**src/eeprom_host_pkg.sv**
```systemverilog
/*
  Constants, command codes and carrier structs for the parallel EEPROM
  page-write host controller.
  Assumes a 200 MHz clock and an EEPROM wired directly to the host pins.
*/
// How it works
// - Page address bits constant on every data load.
// - Output enable high while strobes low.
// - A page holds one to sixty-four bytes.
// - Next load within byte load window.
// - Page fixed after command code entered.
package eeprom_host_pkg;

  // ****************************************************************
  // Geometry and timing
  // ****************************************************************
  localparam int unsigned ADDR_W     = 13;
  localparam int unsigned PAGE_W     = 7;
  localparam int unsigned COL_W      = 6;
  localparam int unsigned PAGE_BYTES = 64;
  localparam int unsigned CLK_PS     = 5000;
  localparam int unsigned WP_NS      = 100;   // Write pulse low
  localparam int unsigned WPH_NS     = 50;    // Write pulse high
  localparam int unsigned RD_NS      = 120;   // Poll read access
  localparam int unsigned OEHP_NS    = 150;   // Output enable high pulse
  localparam int unsigned BLC_US     = 150;   // Byte load window
  localparam int unsigned TWC_US     = 10000; // Write cycle time
  localparam int unsigned SYNC_CYC   = 2;
  localparam int unsigned WP_CYC     = (WP_NS * 1000 + CLK_PS - 1) / CLK_PS;
  localparam int unsigned WPH_CYC    = (WPH_NS * 1000 + CLK_PS - 1) / CLK_PS;
  localparam int unsigned RD_CYC     = (RD_NS * 1000 + CLK_PS - 1) / CLK_PS + SYNC_CYC;
  localparam int unsigned OEHP_CYC   = (OEHP_NS * 1000 + CLK_PS - 1) / CLK_PS;
  localparam int unsigned BLC_CYC    = BLC_US * 1000 / (CLK_PS / 1000);
  localparam int unsigned TWC_CYC    = TWC_US * 1000 / (CLK_PS / 1000);
  localparam int unsigned LOAD_CYC   = WP_CYC + WPH_CYC + 4;
  localparam int unsigned TMR_W      = 21;
  localparam int unsigned ARM_LEN    = 3;
  localparam int unsigned DISARM_LEN = 6;

  // ****************************************************************
  // Command prefix addresses and codes
  // ****************************************************************
  localparam logic [ADDR_W-1:0] CMD_ADDR_A = 13'h1555;
  localparam logic [ADDR_W-1:0] CMD_ADDR_B = 13'h0AAA;
  localparam logic [7:0]        CODE_AA    = 8'hAA;
  localparam logic [7:0]        CODE_55    = 8'h55;
  localparam logic [7:0]        CODE_ARM   = 8'hA0;
  localparam logic [7:0]        CODE_ERASE = 8'h80;
  localparam logic [7:0]        CODE_OFF   = 8'h20;

  typedef enum logic [1:0] {OP_WRITE, OP_ARM, OP_DISARM} op_e;

  // User command
  typedef struct packed {
    op_e               op;
    logic [ADDR_W-1:0] addr;
    logic [6:0]        count;
  } cmd_s;

  // EEPROM pin outputs
  typedef struct packed {
    logic              ce_n;
    logic              we_n;
    logic              oe_n;
    logic [ADDR_W-1:0] addr;
    logic [7:0]        dout;
    logic              dout_en;
  } pins_s;

  // Completion status
  typedef struct packed {
    logic done;
    logic timed_out;
    logic short_page;
    logic locked;
  } stat_s;

endpackage

```
**src/sync2.sv**
```systemverilog
/*
  Two-flop synchroniser for a bus of pin inputs.
  Assumes each bit is independently sampled; no word coherence.
*/
module sync2 #(
  parameter int unsigned W = 8
) (
  input  wire logic         clk,
  input  wire logic         reset_n,
  input  wire logic [W-1:0] d,
  output logic      [W-1:0] q
);

  logic [W-1:0] meta_q;

  // ****************************************************************
  // Synchroniser stages
  // ****************************************************************
  // First stage feeds only the second
  always_ff @(posedge clk)
  begin
    if (!reset_n)
    begin
      meta_q <= '0;
      q      <= '0;
    end
    else
    begin
      meta_q <= d;
      q      <= meta_q;
    end
  end

endmodule

```
**src/eeprom_page_host.sv**
```systemverilog
/*
  Host controller that loads pages, arms and disarms the soft_write_lock
  of a byte-wide parallel EEPROM through its pins, then polls
  data_bit_seven for the end of the internal write.
  Assumes the pins connect directly and the user feeds bytes promptly.
*/
module eeprom_page_host
  import eeprom_host_pkg::*;
#(
  parameter int unsigned BLC_CYCLES = eeprom_host_pkg::BLC_CYC,
  parameter int unsigned TWC_CYCLES = eeprom_host_pkg::TWC_CYC
) (
  input  wire logic                  clk,
  input  wire logic                  reset_n,
  input  wire logic                  cmd_valid,
  input  wire eeprom_host_pkg::cmd_s cmd,
  output logic                       cmd_ready,
  input  wire logic                  byte_valid,
  input  wire logic [7:0]            byte_data,
  output logic                       byte_ready,
  output eeprom_host_pkg::stat_s     status,
  output eeprom_host_pkg::pins_s     pins,
  input  wire logic [7:0]            din
);
  import eeprom_host_pkg::*;

  typedef enum logic [2:0] {S_IDLE, S_NEXT, S_FETCH, S_LOW, S_HIGH, S_RD, S_RDGAP, S_DONE}
    state_e;

  typedef struct packed {
    state_e             st;
    pins_s              pins;
    stat_s              stat;
    logic               cmd_ready;
    logic               byte_ready;
    op_e                op;
    logic [PAGE_W-1:0]  page;
    logic [COL_W-1:0]   col;
    logic [2:0]         step;
    logic [2:0]         plen;
    logic [6:0]         left;
    logic               expect7;
    logic               seen7;
    logic [TMR_W-1:0]   tmr;
    logic [TMR_W-1:0]   wc;
    logic [TMR_W-1:0]   win;
  } ctl_s;

  localparam logic [TMR_W-1:0] WIN_GIVEUP = TMR_W'(BLC_CYCLES - LOAD_CYC - 2);
  localparam logic [TMR_W-1:0] TWC_LIM    = TMR_W'(TWC_CYCLES);
  localparam logic [TMR_W-1:0] WIN_LAPSED = TMR_W'(BLC_CYCLES);

  ctl_s       s_q;
  ctl_s       s_d;
  logic [7:0] din_s;

  // ****************************************************************
  // Pin input synchroniser
  // ****************************************************************
  sync2 #(.W(8)) u_din_sync (
    .clk     (clk),
    .reset_n (reset_n),
    .d       (din),
    .q       (din_s)
  );

  // ****************************************************************
  // Helpers
  // ****************************************************************
  // Command prefix address and code for one step
  function automatic logic [ADDR_W+7:0] prefix(input op_e op, input logic [2:0] idx);
    logic [ADDR_W+7:0] r;
    r = {CMD_ADDR_A, CODE_AA};
    case (idx)
      3'd1:    r = {CMD_ADDR_B, CODE_55};
      3'd2:    r = {CMD_ADDR_A, (op == OP_DISARM) ? CODE_ERASE : CODE_ARM};
      3'd4:    r = {CMD_ADDR_B, CODE_55};
      3'd5:    r = {CMD_ADDR_A, CODE_OFF};
      default: r = {CMD_ADDR_A, CODE_AA};
    endcase
    return r;
  endfunction

  // Saturating counter step
  function automatic logic [TMR_W-1:0] bump(input logic [TMR_W-1:0] v);
    return (&v) ? v : v + TMR_W'(1);
  endfunction

  // ****************************************************************
  // Next-state logic
  // ****************************************************************
  always_comb
  begin
    s_d             = s_q;
    s_d.stat.done   = 1'b0;
    s_d.tmr         = bump(s_q.tmr);
    s_d.wc          = bump(s_q.wc);
    s_d.win         = bump(s_q.win);
    case (s_q.st)
      S_IDLE:
      begin
        s_d.cmd_ready = 1'b1;
        if (cmd_valid && s_q.cmd_ready)
        begin
          s_d.cmd_ready       = 1'b0;
          s_d.stat.timed_out  = 1'b0;
          s_d.stat.short_page = 1'b0;
          s_d.op              = cmd.op;
          s_d.page            = cmd.addr[ADDR_W-1:COL_W];
          s_d.col             = cmd.addr[COL_W-1:0];
          s_d.step            = 3'd0;
          s_d.win             = '0;
          // Clamp to one page; writes load at least one byte
          s_d.left = (cmd.count > 7'(PAGE_BYTES)) ? 7'(PAGE_BYTES) : cmd.count;
          if (cmd.op == OP_WRITE && cmd.count == 7'd0)
            s_d.left = 7'd1;
          case (cmd.op)
            OP_ARM:    s_d.plen = 3'(ARM_LEN);
            OP_DISARM: s_d.plen = 3'(DISARM_LEN);
            // Locked part needs the prefix or the write is lost
            default:   s_d.plen = s_q.stat.locked ? 3'(ARM_LEN) : 3'd0;
          endcase
          s_d.st = S_NEXT;
        end
      end
      S_NEXT:
      begin
        if (s_q.step < s_q.plen)
        begin
          {s_d.pins.addr, s_d.pins.dout} = prefix(s_q.op, s_q.step);
          s_d.step    = s_q.step + 3'd1;
          s_d.tmr     = '0;
          s_d.st      = S_LOW;
        end
        else if (s_q.left != 7'd0)
        begin
          s_d.byte_ready = 1'b1;
          s_d.st         = S_FETCH;
        end
        else
        begin
          s_d.wc = '0;
          s_d.st = S_RD;
          s_d.tmr = '0;
        end
      end
      S_FETCH:
      begin
        if (byte_valid && s_q.byte_ready)
        begin
          s_d.byte_ready = 1'b0;
          s_d.pins.addr  = {s_q.page, s_q.col};
          s_d.pins.dout  = byte_data;
          s_d.col        = s_q.col + COL_W'(1);
          s_d.left       = s_q.left - 7'd1;
          s_d.tmr        = '0;
          s_d.st         = S_LOW;
        end
        else if (s_q.win >= WIN_GIVEUP)
        begin
          // Window about to lapse: close the page with what is loaded
          s_d.byte_ready      = 1'b0;
          s_d.left            = 7'd0;
          s_d.stat.short_page = 1'b1;
          s_d.wc              = '0;
          s_d.tmr             = '0;
          s_d.st              = S_RD;
        end
      end
      S_LOW:
      begin
        // Strobes low, output enable held high
        s_d.pins.ce_n    = 1'b0;
        s_d.pins.we_n    = 1'b0;
        s_d.pins.oe_n    = 1'b1;
        s_d.pins.dout_en = 1'b1;
        s_d.win          = '0;
        s_d.expect7      = s_q.pins.dout[7];
        if (s_q.tmr >= TMR_W'(WP_CYC))
        begin
          s_d.pins.ce_n = 1'b1;
          s_d.pins.we_n = 1'b1;
          s_d.tmr       = '0;
          s_d.st        = S_HIGH;
        end
      end
      S_HIGH:
      begin
        // Data and address held through the high time
        if (s_q.tmr >= TMR_W'(WPH_CYC))
        begin
          s_d.pins.dout_en = 1'b0;
          s_d.st           = S_NEXT;
        end
      end
      S_RD:
      begin
        // Polling read of data_bit_seven
        s_d.pins.ce_n    = 1'b0;
        s_d.pins.oe_n    = 1'b0;
        s_d.pins.dout_en = 1'b0;
        if (s_q.tmr >= TMR_W'(RD_CYC))
        begin
          s_d.seen7     = din_s[7];
          s_d.pins.ce_n = 1'b1;
          s_d.pins.oe_n = 1'b1;
          s_d.tmr       = '0;
          s_d.st        = S_RDGAP;
        end
      end
      S_RDGAP:
      begin
        if (s_q.tmr >= TMR_W'(OEHP_CYC))
        begin
          s_d.tmr = '0;
          if (s_q.win <= WIN_LAPSED)
          begin
            // Device may still be loading; its write has not begun
            s_d.wc = '0;
            s_d.st = S_RD;
          end
          else if (s_q.seen7 == s_q.expect7)
            s_d.st = S_DONE;
          else if (s_q.wc >= TWC_LIM)
          begin
            s_d.stat.timed_out = 1'b1;
            s_d.st             = S_DONE;
          end
          else
            s_d.st = S_RD;
        end
      end
      S_DONE:
      begin
        // Lock state follows the sequence once the write period ends
        if (s_q.op == OP_ARM)
          s_d.stat.locked = 1'b1;
        else if (s_q.op == OP_DISARM)
          s_d.stat.locked = 1'b0;
        s_d.stat.done = 1'b1;
        s_d.cmd_ready = 1'b1;
        s_d.st        = S_IDLE;
      end
      default:
      begin
        s_d.st = S_IDLE;
      end
    endcase
  end

  // ****************************************************************
  // State register
  // ****************************************************************
  always_ff @(posedge clk)
  begin
    if (!reset_n)
    begin
      s_q              <= '0;
      s_q.st           <= S_IDLE;
      s_q.pins.ce_n    <= 1'b1;
      s_q.pins.we_n    <= 1'b1;
      s_q.pins.oe_n    <= 1'b1;
    end
    else
    begin
      s_q <= s_d;
    end
  end

  // ****************************************************************
  // Outputs straight from the state register
  // ****************************************************************
  assign cmd_ready  = s_q.cmd_ready;
  assign byte_ready = s_q.byte_ready;
  assign status     = s_q.stat;
  assign pins       = s_q.pins;

endmodule

```
**config.mk**
```make
export PLATFORM = sky130hd
export DESIGN_NAME = eeprom_page_host
export DESIGN_NICKNAME = d
export VERILOG_FILES = /design/src/eeprom_host_pkg.sv /design/src/sync2.sv /design/src/eeprom_page_host.sv
export SDC_FILE = /design/constraint.sdc
export NUM_CORES = 1
export LEC_CHECK = 0
export CORE_MARGIN = 3
export CORE_UTILIZATION = 30
export CTS_CLUSTER_DIAMETER = 100
export DETAILED_ROUTE_END_ITERATION = 7
export DONT_BUFFER_PORTS = 1
export PLACE_DENSITY_LB_ADDON = 0.3
export SYNTH_ARGS = -nofsm -noshare
export SYNTH_HDL_FRONTEND = slang
export SYNTH_SLANG_ARGS = --single-unit
export TNS_END_PERCENT = 30
```
**constraint.sdc**
```tcl
create_clock -name clk -period 7 [get_ports clk]
set_input_delay 1.4 -clock clk [delete_from_list [all_inputs] [get_ports clk]]
set_output_delay 1.4 -clock clk [all_outputs]
set_load 0.1 [all_outputs]
```
==> qor.yml, run 1 <==
run_status:
  run_status: "complete, no violations"
clock_network:
  cts_tree: "done"
  clock_latency_ns: 0.41
  cts_root_buf: "clkbuf_16"
  post_cts_buffers: 0
  cts.clk_slew.worst_paths_ns: 0.06
  h-tree-depth: 4
  cts_buffer_depth: 2
  cts_buffers: 17
  cts.sink_count: 129
  cts.repair.resized: 0
  hold_buffers: 0
cells_and_area:
  antenna_cells: 0
  syn2layout_area_growth_pct: 9.93
  drive_gt1_share_pct: 8.22
  nFillCells: 2268
  fin_cells: 1066
  fin_util_pct: 34.0
  final_nets: 840
logic_synthesis:
  synth_commonest_cells: "dfxtp_1 (129), nand2_1 (98), nor2_1 (96)"
  ys.flop_type: "dfxtp_1"
  synth-compound-area-share_pct: 15.6
  postSynthCellCount: 817
  synth_top_family_by_area: "simple AND/OR/NAND/NOR gates"
  synth_seq_area_share_pct: 39.1
  yosys.area_share.adder_pct: 3.78
  synth.most_common_cell: "dfxtp_1"
  synth_cell_type_count: 66
  syn_nets: 879
  yosys_warnings: 0
  synth_top_cells_by_area: "dfxtp_1 (39%), nand2_1 (5.6%), nor2_1 (5.4%), a21oi_1 (4.7%), xor2_1 (4.0%)"
  synth_xor_area_share_pct: 7.28
  synthSimpleGateAreaFrac_pct: 26.8
  synth_area_leader_cell: "dfxtp_1"
  ys_ff_latch: 129
  syn_avg_cell_area_um2: 8.09
  synth-edff-count: 0
  synthMuxAreaShare_pct: 0.776
  syn_area_um2: 6610
  async_flop_share_pct: 0
  synth_top_area_share_pct: 39.1
worst_setup_path:
  r2r_slack_ns: 3.92
  path_class: "in -> reg"
  worstPathMaxFanout: 21
  cp.required_ns: 7.34
  cp-start-kind: "primary input"
  critPathTopFamily: "simple AND/OR/NAND/NOR gates"
  crit_chain: "and2_0 > nand2_1 > nand3_1 > o21bai_1 > a31oi_1"
  arrival_ns: 3.53
  slowest_stage: "nand3_1"
  max_stage_delay_ns: 0.79
  worstSetupEndpointType: "flip-flop"
  cp.buffers_inverters: 0
global_route:
  grtUsageTotal_pct: 13.2
  use_met3_pct: 3.97
  grtUsageMet2_pct: 20.0
  grt_max_degree: 47
  grtUsageMet1_pct: 18.5
  busiest_layer: "met2"
  gr-total-overflow: 0
  grt_pass1_wl_mm: 26.1
  grt_pass1_vias: 5113
  antenna_found_initial: 1
timing:
  timing.setup.tns_ns: 0
  setup-violations-final: 0
  worst_hold_slack_ns: 0.436
  worst_slew_pin_slew_ns: 1.09
  fin_skew_ns: 0.00760
  final-max-slew-violation-count: 0
  rsz0062_at_grt: "false"
  min_period_ns: 3.19
  final_hold_viol_count: 0
  fmax_ghz: 0.313
  relSlewSlack_pct: 27.5
  post-route-period-util_pct: 45.6
routing:
  vias: 5402
  wirelength_mm: 15.5
  vias_per_cell: 5.07
  wl_per_cell_um: 14.6
  ant_nets: 0
  drt_iter0_drc: 339
  drtPass1Iterations: 7
  drc: 0
placed_design:
  dpl.hpwl_mm: 10.9
  port_buffers: 0
  gp_congestion: 0.794
  dpl.cell_count: 1034
floorplan:
  rows: 53
  dieArea_um2: 23900
  top_level_ports: 73
  initial_core_util_pct: 31.0
  dieWidth_um: 154
  core_um2: 21400
  dieHeight_um: 154
min_path:
  holdCritPathClass: "reg -> reg"
job:
  drv_cap: 0
power_and_ir_drop:
  p_sw_uw: 964
  peakVddDrop_uv: 126
  p_leak_uw: 0.00253
  total_power_uw: 2570
  p_seq_share_pct: 43.7
  power_density_nw_per_um2: 353
  p_int_uw: 1600
  swShare_pct: 37.5
  p_clk_share_pct: 36.1
  p_comb_share_pct: 20.3
[power by group through the flow]
stage	clock network, uW	logic (uW)	registers, uW
2_1_floorplan	0	659	911
3_3_place_gp	0	520	1140
3_5_place_dp	0	521	1140
4_1_cts	946	524	1120
5_1_grt	979	594	1140
6_report	926	521	1120
[registers in the layout, indices dropped and copies added (netlist names)]
register and flops:
cmd_ready 1, byte_ready 1, status 4, pins 25
u_din_sync.q 1, u_din_sync.meta_q 1, s_q 96
[per-stage QoR]
stage,area [um2],setup slack [ns]
after detailed placement,6640,3.33
after CTS,7270,3.76
after global routing,7270,3.61
final,7270,3.81
after global placement,6640,3.34
after floorplan,6610,4.27
[worst register-to-register path: stages, from the launching register on]
cell     delay [ns]
dfxtp_1        0.65
or3b_2         0.72
nor2_1         0.57
nor2_1         0.36
a21oi_2        0.50
a21oi_1        0.13
[layer usage]
metal / wire length [um] / part of all wire [%]
met2: 6860 / 44
met5: 11 / 0.071
met3: 762 / 4.9
met4: 142 / 0.91
met1: 7770 / 50
[cell usage in the layout (no fill, tap or decap), types with 5 or more instances in the layout]
cell       count
and2_1         7
xnor2_1       25
a21oi_1       62
ha_1          20
nand2_1       98
nand3_1       30
a211oi_1      11
clkbuf_8       5
nor2_1        96
dfxtp_1      129
o211ai_1      11
and4_1         8
and3_1        16
a31oi_1        5
nor2b_1        7
nor2_2        19
clkbuf_16     17
nor4_1        14
o21ai_0       26
nor3_1        25
nand4_1       19
xor2_1        30
inv_1         23
[kinds of logic (layout without fill, tap and decap cells)]
| logic type | count (synthesis) | in the layout |
|---|---|---|
| AND/OR/NAND/NOR | 362 | 362 |
| AO/OA/AOI/OAI | 160 | 160 |
| flip-flops | 129 | 129 |
| buffers and inverters | 86 | 60 |
| XOR/XNOR | 55 | 55 |
| adder cells (fa/ha/maj) | 20 | 20 |
| multiplexers | 5 | 5 |
[final cells by class]
type / instances / area [um2] / area share [%]
multi-input cells: 602 / 3600 / 49.5
clock inverters: 8 / 125 / 1.72
well taps: 275 / 344 / 4.73
repair buffers: 4 / 30.0 / 0.413
clock buffers: 24 / 502 / 6.90
inverters: 24 / 90.1 / 1.24
flip-flops and latches: 129 / 2580 / 35.5
[worst paths after layout]
path | startpoint | endpoint | cells past startpoint
min reg2reg | u_din_sync.meta_q[7]$_SDFF_PN0_ | u_din_sync.q[7]$_SDFF_PN0_ | 1
min | u_din_sync.meta_q[7]$_SDFF_PN0_ | u_din_sync.q[7]$_SDFF_PN0_ | 1
max reg2reg | s_q[125]$_SDFFE_PN0P_ | pins[1]$_SDFFE_PN0P_ | 5
max | cmd_valid | s_q[2]$_SDFF_PN0_ | 5
Note: power is estimated with default switching activity, not from simulation.
==> inputs of run 2 (changes only) <==
==> constraint.sdc (replaced) <==
create_clock -name clk -period 3.1 [get_ports clk]
set_input_delay 0.62 -clock clk [delete_from_list [all_inputs] [get_ports clk]]
set_output_delay 0.62 -clock clk [all_outputs]
set_load 0.1 [all_outputs]
==> run 2 against run 1 <==
Net effect: non-clock buffer count up 14; first-iteration DRC count up 14%; count of clock-buffer cells in the layout down 6; global-route usage up 0.25 points; critical path depth up 2; hold slack worse by 0.17 ns; sequential power up 120%; critical endpoint is now s_q[23]$_SDFF_PN0_; largest cell class unchanged; largest power group unchanged; highest routed layer unchanged.
==> qor.yml, run 2 (synthesis results as in run 1) <==
cells_and_area:
  drive_gt1_share_pct: 9.94
  nFillCells: 2240
  seqCellArea_um2: 2580
  antenna_cells: 0
  largest_register_ffs: 96
  final_nets: 854
  multi_input_area_um2: 3590
  syn2layout_area_growth_pct: 10.9
  layout_commonest_cell: "dfxtp_1"
  fin_cells: 1080
  final_cell_area_um2: 7330
  final_cell_mix: "dfxtp_1 (129), nand2_1 (98), nor2_1 (96)"
  top_register: "s_q"
timing:
  timing.setup.tns_ns: 0
  fmax_ghz: 0.391
  final_hold_viol_count: 0
  relSlewSlack_pct: 29.2
  min_period_ns: 2.56
  post-route-period-util_pct: 82.5
  worst_slew_pin_slew_ns: 1.06
  rsz0062_at_grt: "false"
  setup-violations-final: 0
  final-max-slew-violation-count: 0
  fin_skew_ns: 0.0108
  finalWorstSetupSlack_ns: 0.542
worst_setup_path:
  cp.required_ns: 3.40
  cp-start-kind: "flip-flop"
  startpoint: "s_q[2]$_SDFF_PN0_"
  path_class: "reg -> reg"
  slowest_stage: "or4_1"
  max_stage_delay_ns: 0.53
  worstSetupEndpointType: "flip-flop"
  critPathTopFamily: "simple AND/OR/NAND/NOR gates"
  cp.buffers_inverters: 1
  r2r-start: "s_q[2]$_SDFF_PN0_"
  worstPathMaxFanout: 21
  arrival_ns: 2.85
  crit_chain: "or4_1 > or4_1 > nor4_2 > nor3_1 > o41ai_4 > buf_4 > nor3_1"
floorplan:
  dieWidth_um: 154
  top_level_ports: 73
  dieHeight_um: 154
  dieArea_um2: 23900
  initial_core_util_pct: 31.0
  rows: 53
  core_um2: 21400
clock_network:
  cts.repair.resized: 0
  hold_buffers: 0
  cts_buffers: 17
  cts_tree: "done"
  post_cts_buffers: 0
  cts_root_buf: "clkbuf_16"
  cts.clk_slew.worst_paths_ns: 0.06
  cts_buffer_depth: 2
  h-tree-depth: 4
  cts.sink_count: 129
  clock_latency_ns: 0.42
placed_design:
  place_area_um2: 6740
  port_buffers: 0
  dpl.hpwl_mm: 11.1
  dpl.cell_count: 1048
  place_ws_ns: 0.544
  gp_congestion: 0.763
min_path:
  holdCritPathClass: "in -> reg"
  hp-start: "reset_n"
routing:
  vias_per_cell: 5.03
  drc: 0
  drtPass1Iterations: 5
  wl_per_cell_um: 14.5
  drt_iter0_drc: 386
  vias: 5428
  ant_nets: 0
  wirelength_mm: 15.7
global_route:
  antenna_found_initial: 1
  grtUsageTotal_pct: 13.4
  grt_pass1_wl_mm: 26.4
  busiest_layer: "met2"
  grt_pass1_vias: 5177
  grtUsageMet2_pct: 20.8
  gr-total-overflow: 0
  use_met3_pct: 4.28
  grt_max_degree: 47
  grtUsageMet1_pct: 18.3
power_and_ir_drop:
  power_density_nw_per_um2: 789
  peakVddDrop_uv: 401
  p_leak_uw: 0.00258
job:
  drv_cap: 0
run_status:
  run_status: "complete, no violations"
-- run 2: changes by cell type in the layout (fill, tap and decap cells not counted), sizes merged --
cell and delta:
buf +14, clkinvlp +1, inv +1, clkinv +4
clkbuf -6
-- run 2: worst reg2reg max path, delay by kind of cell (launching register included) --
kind,cells,cell delay (ns)
buf+inv,1,0.38
compound gates,1,0.29
simple gates,5,1.41
flops,1,0.35
-- run 2: where the power goes --
| part | leakage [uW] | switching, uW | total [uW] | internal (uW) |
|---|---|---|---|---|
| clock | 0.000290 | 759 | 2020 | 1260 |
| sequential | 0.00104 | 670 | 2510 | 1840 |
| combinational | 0.00125 | 795 | 1250 | 457 |
| total | 0.00258 | 2220 | 5780 | 3560 |
-- run 2: final timing paths --
path / to / slack [ns] / cells after the start
max: s_q[23]$_SDFF_PN0_ / 0.54 / 7
min: pins[22]$_SDFFE_PN1P_ / 0.27 / 1
min reg2reg: u_din_sync.q[7]$_SDFF_PN0_ / 0.43 / 1
max reg2reg: s_q[23]$_SDFF_PN0_ / 0.54 / 7
-- run 2: metrics by stage --
| step | utilization, % | hold slack (ns) | total power [uW] |
|---|---|---|---|
| after global placement | 31.6 | 0.413 | 3790 |
| after detailed placement | 31.6 | 0.421 | 3800 |
| final | 34.3 | 0.270 | 5780 |
| after global routing | 34.3 | 0.260 | 6110 |
| after floorplan | - | 0.412 | 3550 |
| after CTS | 34.3 | 0.249 | 5850 |
-- run 2: layout make-up --
type                       count  area share [%]
multi-input combinational    602            48.9
sequential                   129            35.2
clock buffer                  18            5.85
tap                          275            4.69
clock inverter                14            2.25
timing repair buffer          18            1.84
inverter                      24            1.23
-- run 2: metal layers --
metal | vias up | wire (um)
li1 | 2798 | -
met1 | 2536 | 7850
met2 | 77 | 6990
met3 | 15 | 689
met4 | 2 | 166
met5 | - | 13
==> inputs of run 3 (changes only) <==
--- a/config.mk
+++ b/config.mk
@@ -5,6 +5,7 @@
 export SDC_FILE = /design/constraint.sdc
 export NUM_CORES = 1
 export LEC_CHECK = 0
+export ABC_AREA = 1
 export CORE_MARGIN = 3
 export CORE_UTILIZATION = 30
 export CTS_CLUSTER_DIAMETER = 100
==> constraint.sdc (replaced) <==
create_clock -name clk -period 2.3 [get_ports clk]
set_input_delay 0.46 -clock clk [delete_from_list [all_inputs] [get_ports clk]]
set_output_delay 0.46 -clock clk [all_outputs]
set_load 0.1 [all_outputs]
==> run 3 against run 2 <==
Net effect: count of clock-buffer cells in the layout grew 2; global-route usage grew 1.0 points; highest routed layer is now met4; maximum frequency grew 28%; die area grew 12%.
==> qor.yml, run 3 <==
clock_network:
  hold_buffers: 0
  cts_buffer_depth: 2
  cts.sink_count: 129
  cts.clk_slew.worst_paths_ns: 0.06
  cts_tree: "done"
  clock_latency_ns: 0.42
  cts_root_buf: "clkbuf_16"
  cts.repair.resized: 0
  h-tree-depth: 4
  post_cts_buffers: 0
  cts_buffers: 17
logic_synthesis:
  synth_cell_type_count: 44
  ys.flop_type: "dfxtp_1"
  synth_commonest_cells: "nand2_1 (190), dfxtp_1 (129), nor2_1 (122)"
  synth_area_leader_cell: "dfxtp_1"
  yosys_warnings: 0
  syn_area_um2: 7430
  synth_xor_area_share_pct: 4.36
  synthSimpleGateAreaFrac_pct: 30.6
  synth_top_area_share_pct: 34.7
  syn_nets: 1133
  synth_top_family_by_area: "simple AND/OR/NAND/NOR gates"
  postSynthCellCount: 1071
  yosys.area_share.adder_pct: 3.37
  synth-compound-area-share_pct: 15.0
  synth_seq_area_share_pct: 34.7
  ys_ff_latch: 129
  async_flop_share_pct: 0
  synthMuxAreaShare_pct: 0
  synth_top_cells_by_area: "dfxtp_1 (35%), nand2_1 (9.6%), nor2_1 (6.2%), a21oi_1 (6.1%), inv_1 (6.1%)"
  syn_avg_cell_area_um2: 6.94
  synth.most_common_cell: "nand2_1"
  synth-edff-count: 0
global_route:
  grt_max_degree: 57
  grtUsageTotal_pct: 14.4
  gr-total-overflow: 0
  grt_pass1_wl_mm: 31.4
  grt_pass1_vias: 6230
  antenna_found_initial: 0
routing:
  ant_nets: 0
  drc: 0
  vias_per_cell: 4.67
  vias: 6601
  wirelength_mm: 18.8
  wl_per_cell_um: 13.3
  drtPass1Iterations: 5
  drt_iter0_drc: 294
worst_setup_path:
  arrival_ns: 2.34
  cp-start-kind: "flip-flop"
  cp.required_ns: 2.65
  worstSetupEndpointType: "flip-flop"
  worstPathMaxFanout: 12
  path_class: "reg -> reg"
cells_and_area:
  syn2layout_area_growth_pct: 13.4
  layout_commonest_cell: "nand2_1"
  top_register: "s_q"
  largest_register_ffs: 96
  drive_gt1_share_pct: 14.1
  final_cell_mix: "nand2_1 (190), dfxtp_1 (129), nor2_1 (122)"
  antenna_cells: 0
  final_nets: 1145
  nFillCells: 2560
timing:
  finalWorstSetupSlack_ns: 0.305
  fin_skew_ns: 0.00733
  rsz0062_at_grt: "false"
  setup-violations-final: 0
  relSlewSlack_pct: 61.0
  final-max-slew-violation-count: 0
  min_period_ns: 1.99
  worst_slew_pin_slew_ns: 0.582
  final_hold_viol_count: 0
  timing.setup.tns_ns: 0
  fmax_ghz: 0.501
  post-route-period-util_pct: 86.7
power_and_ir_drop:
  p_sw_uw: 3030
  peakVddDrop_uv: 545
  p_int_uw: 4770
  p_leak_uw: 0.00345
  p_seq_share_pct: 33.8
  power_density_nw_per_um2: 925
  p_clk_share_pct: 35.3
  p_comb_share_pct: 31.0
  swShare_pct: 38.9
floorplan:
  dieArea_um2: 26700
  top_level_ports: 73
  core_um2: 23900
  dieWidth_um: 163
  rows: 56
  initial_core_util_pct: 31.1
  dieHeight_um: 163
placed_design:
  port_buffers: 0
  dpl.hpwl_mm: 13.8
  gp_congestion: 0.875
  place_ws_ns: 0.330
min_path:
  holdCritPathClass: "in -> reg"
job:
  drv_cap: 0
run_status:
  run_status: "complete, no violations"
## run 3: cell count changes in the layout (fill, tap and decap cells not counted), sizes merged, moves of 12 or more
cell / change
inv: +111
nand2: +98
o21ai: +50
nand3: +44
a21oi: +38
nor2: +37
buf: +29
and3: -16
xnor2: -16
a31oi: +12
## run 3: per-stage QoR
step | hold WS (ns) | std cells | cell area (um2) | util [%] | total power, uW
final | 0.144 | 1415 | 8430 | 35.3 | 7800
after global routing | 0.133 | 1415 | 8430 | 35.3 | 8250
after CTS | 0.129 | 1415 | 8430 | 35.3 | 7880
after detailed placement | 0.400 | 1383 | 7830 | 32.8 | 5100
after global placement | 0.395 | 1383 | 7830 | 32.8 | 5090
after floorplan | 0.390 | 1071 | 7430 | - | 4690
## run 3: path summary, 6_finish.rpt
check	startpoint	end	slack, ns	cells past startpoint
setup / recovery	s_q[124]$_SDFFE_PN0P_	s_q[3]$_SDFF_PN0_	0.31	12
hold / removal	din[7]	u_din_sync.meta_q[7]$_SDFF_PN0_	0.14	2
setup reg to reg	s_q[124]$_SDFFE_PN0P_	s_q[3]$_SDFF_PN0_	0.31	12
hold reg to reg	u_din_sync.meta_q[7]$_SDFF_PN0_	u_din_sync.q[7]$_SDFF_PN0_	0.41	2
## run 3: logic make-up (layout without fill, tap and decap cells)
| kind of cell | count (synthesis) | after routing |
|---|---|---|
| AOI/OAI and AO/OA | 204 | 204 |
| xor gates and xnor gates | 37 | 37 |
| adders and majority gates | 20 | 20 |
| buffers and inverters | 189 | 214 |
| DFF | 129 | 129 |
| and+or+nand+nor | 492 | 492 |
## run 3: area by class of cell
cell class	count	area, um2	share of cell area (%)
multi-input combinational	753	3960	47.0
clock inverter	12	131	1.56
timing repair buffer	47	378	4.48
tap	319	399	4.74
inverter	135	509	6.04
sequential	129	2580	30.6
clock buffer	20	467	5.54
## run 3: per-layer routing
layer / part of all wire [%] / up-vias / wire length (um) / global-route usage (%)
li1: - / 3517 / - / -
met1: 49 / 2964 / 9150 / 19.8
met2: 46 / 92 / 8580 / 22.8
met3: 3.4 / 28 / 639 / 2.74
met4: 2.0 / 0 / 382 / 4.92
met5: 0 / - / 0 / 0
## run 3: critical path, cell delays in order (launching register included)
cell and delay [ns]:
dfxtp_1 0.46, inv_2 0.12, nand2_1 0.12, nor2_1 0.07
inv_2 0.11, nor2_4 0.04, inv_2 0.18, nand2_2 0.12
inv_2 0.10, nand2_2 0.19, inv_2 0.16, o21ai_0 0.12
a21oi_1 0.12
## run 3: power groups by stage
stage | Clock, uW | Sequential (uW) | Combinational, uW
3_5_place_dp | 0 | 2680 | 2430
2_1_floorplan | 0 | 2720 | 1970
6_report | 2750 | 2630 | 2420
3_3_place_gp | 0 | 2670 | 2410
4_1_cts | 2810 | 2630 | 2440
5_1_grt | 2920 | 2660 | 2660
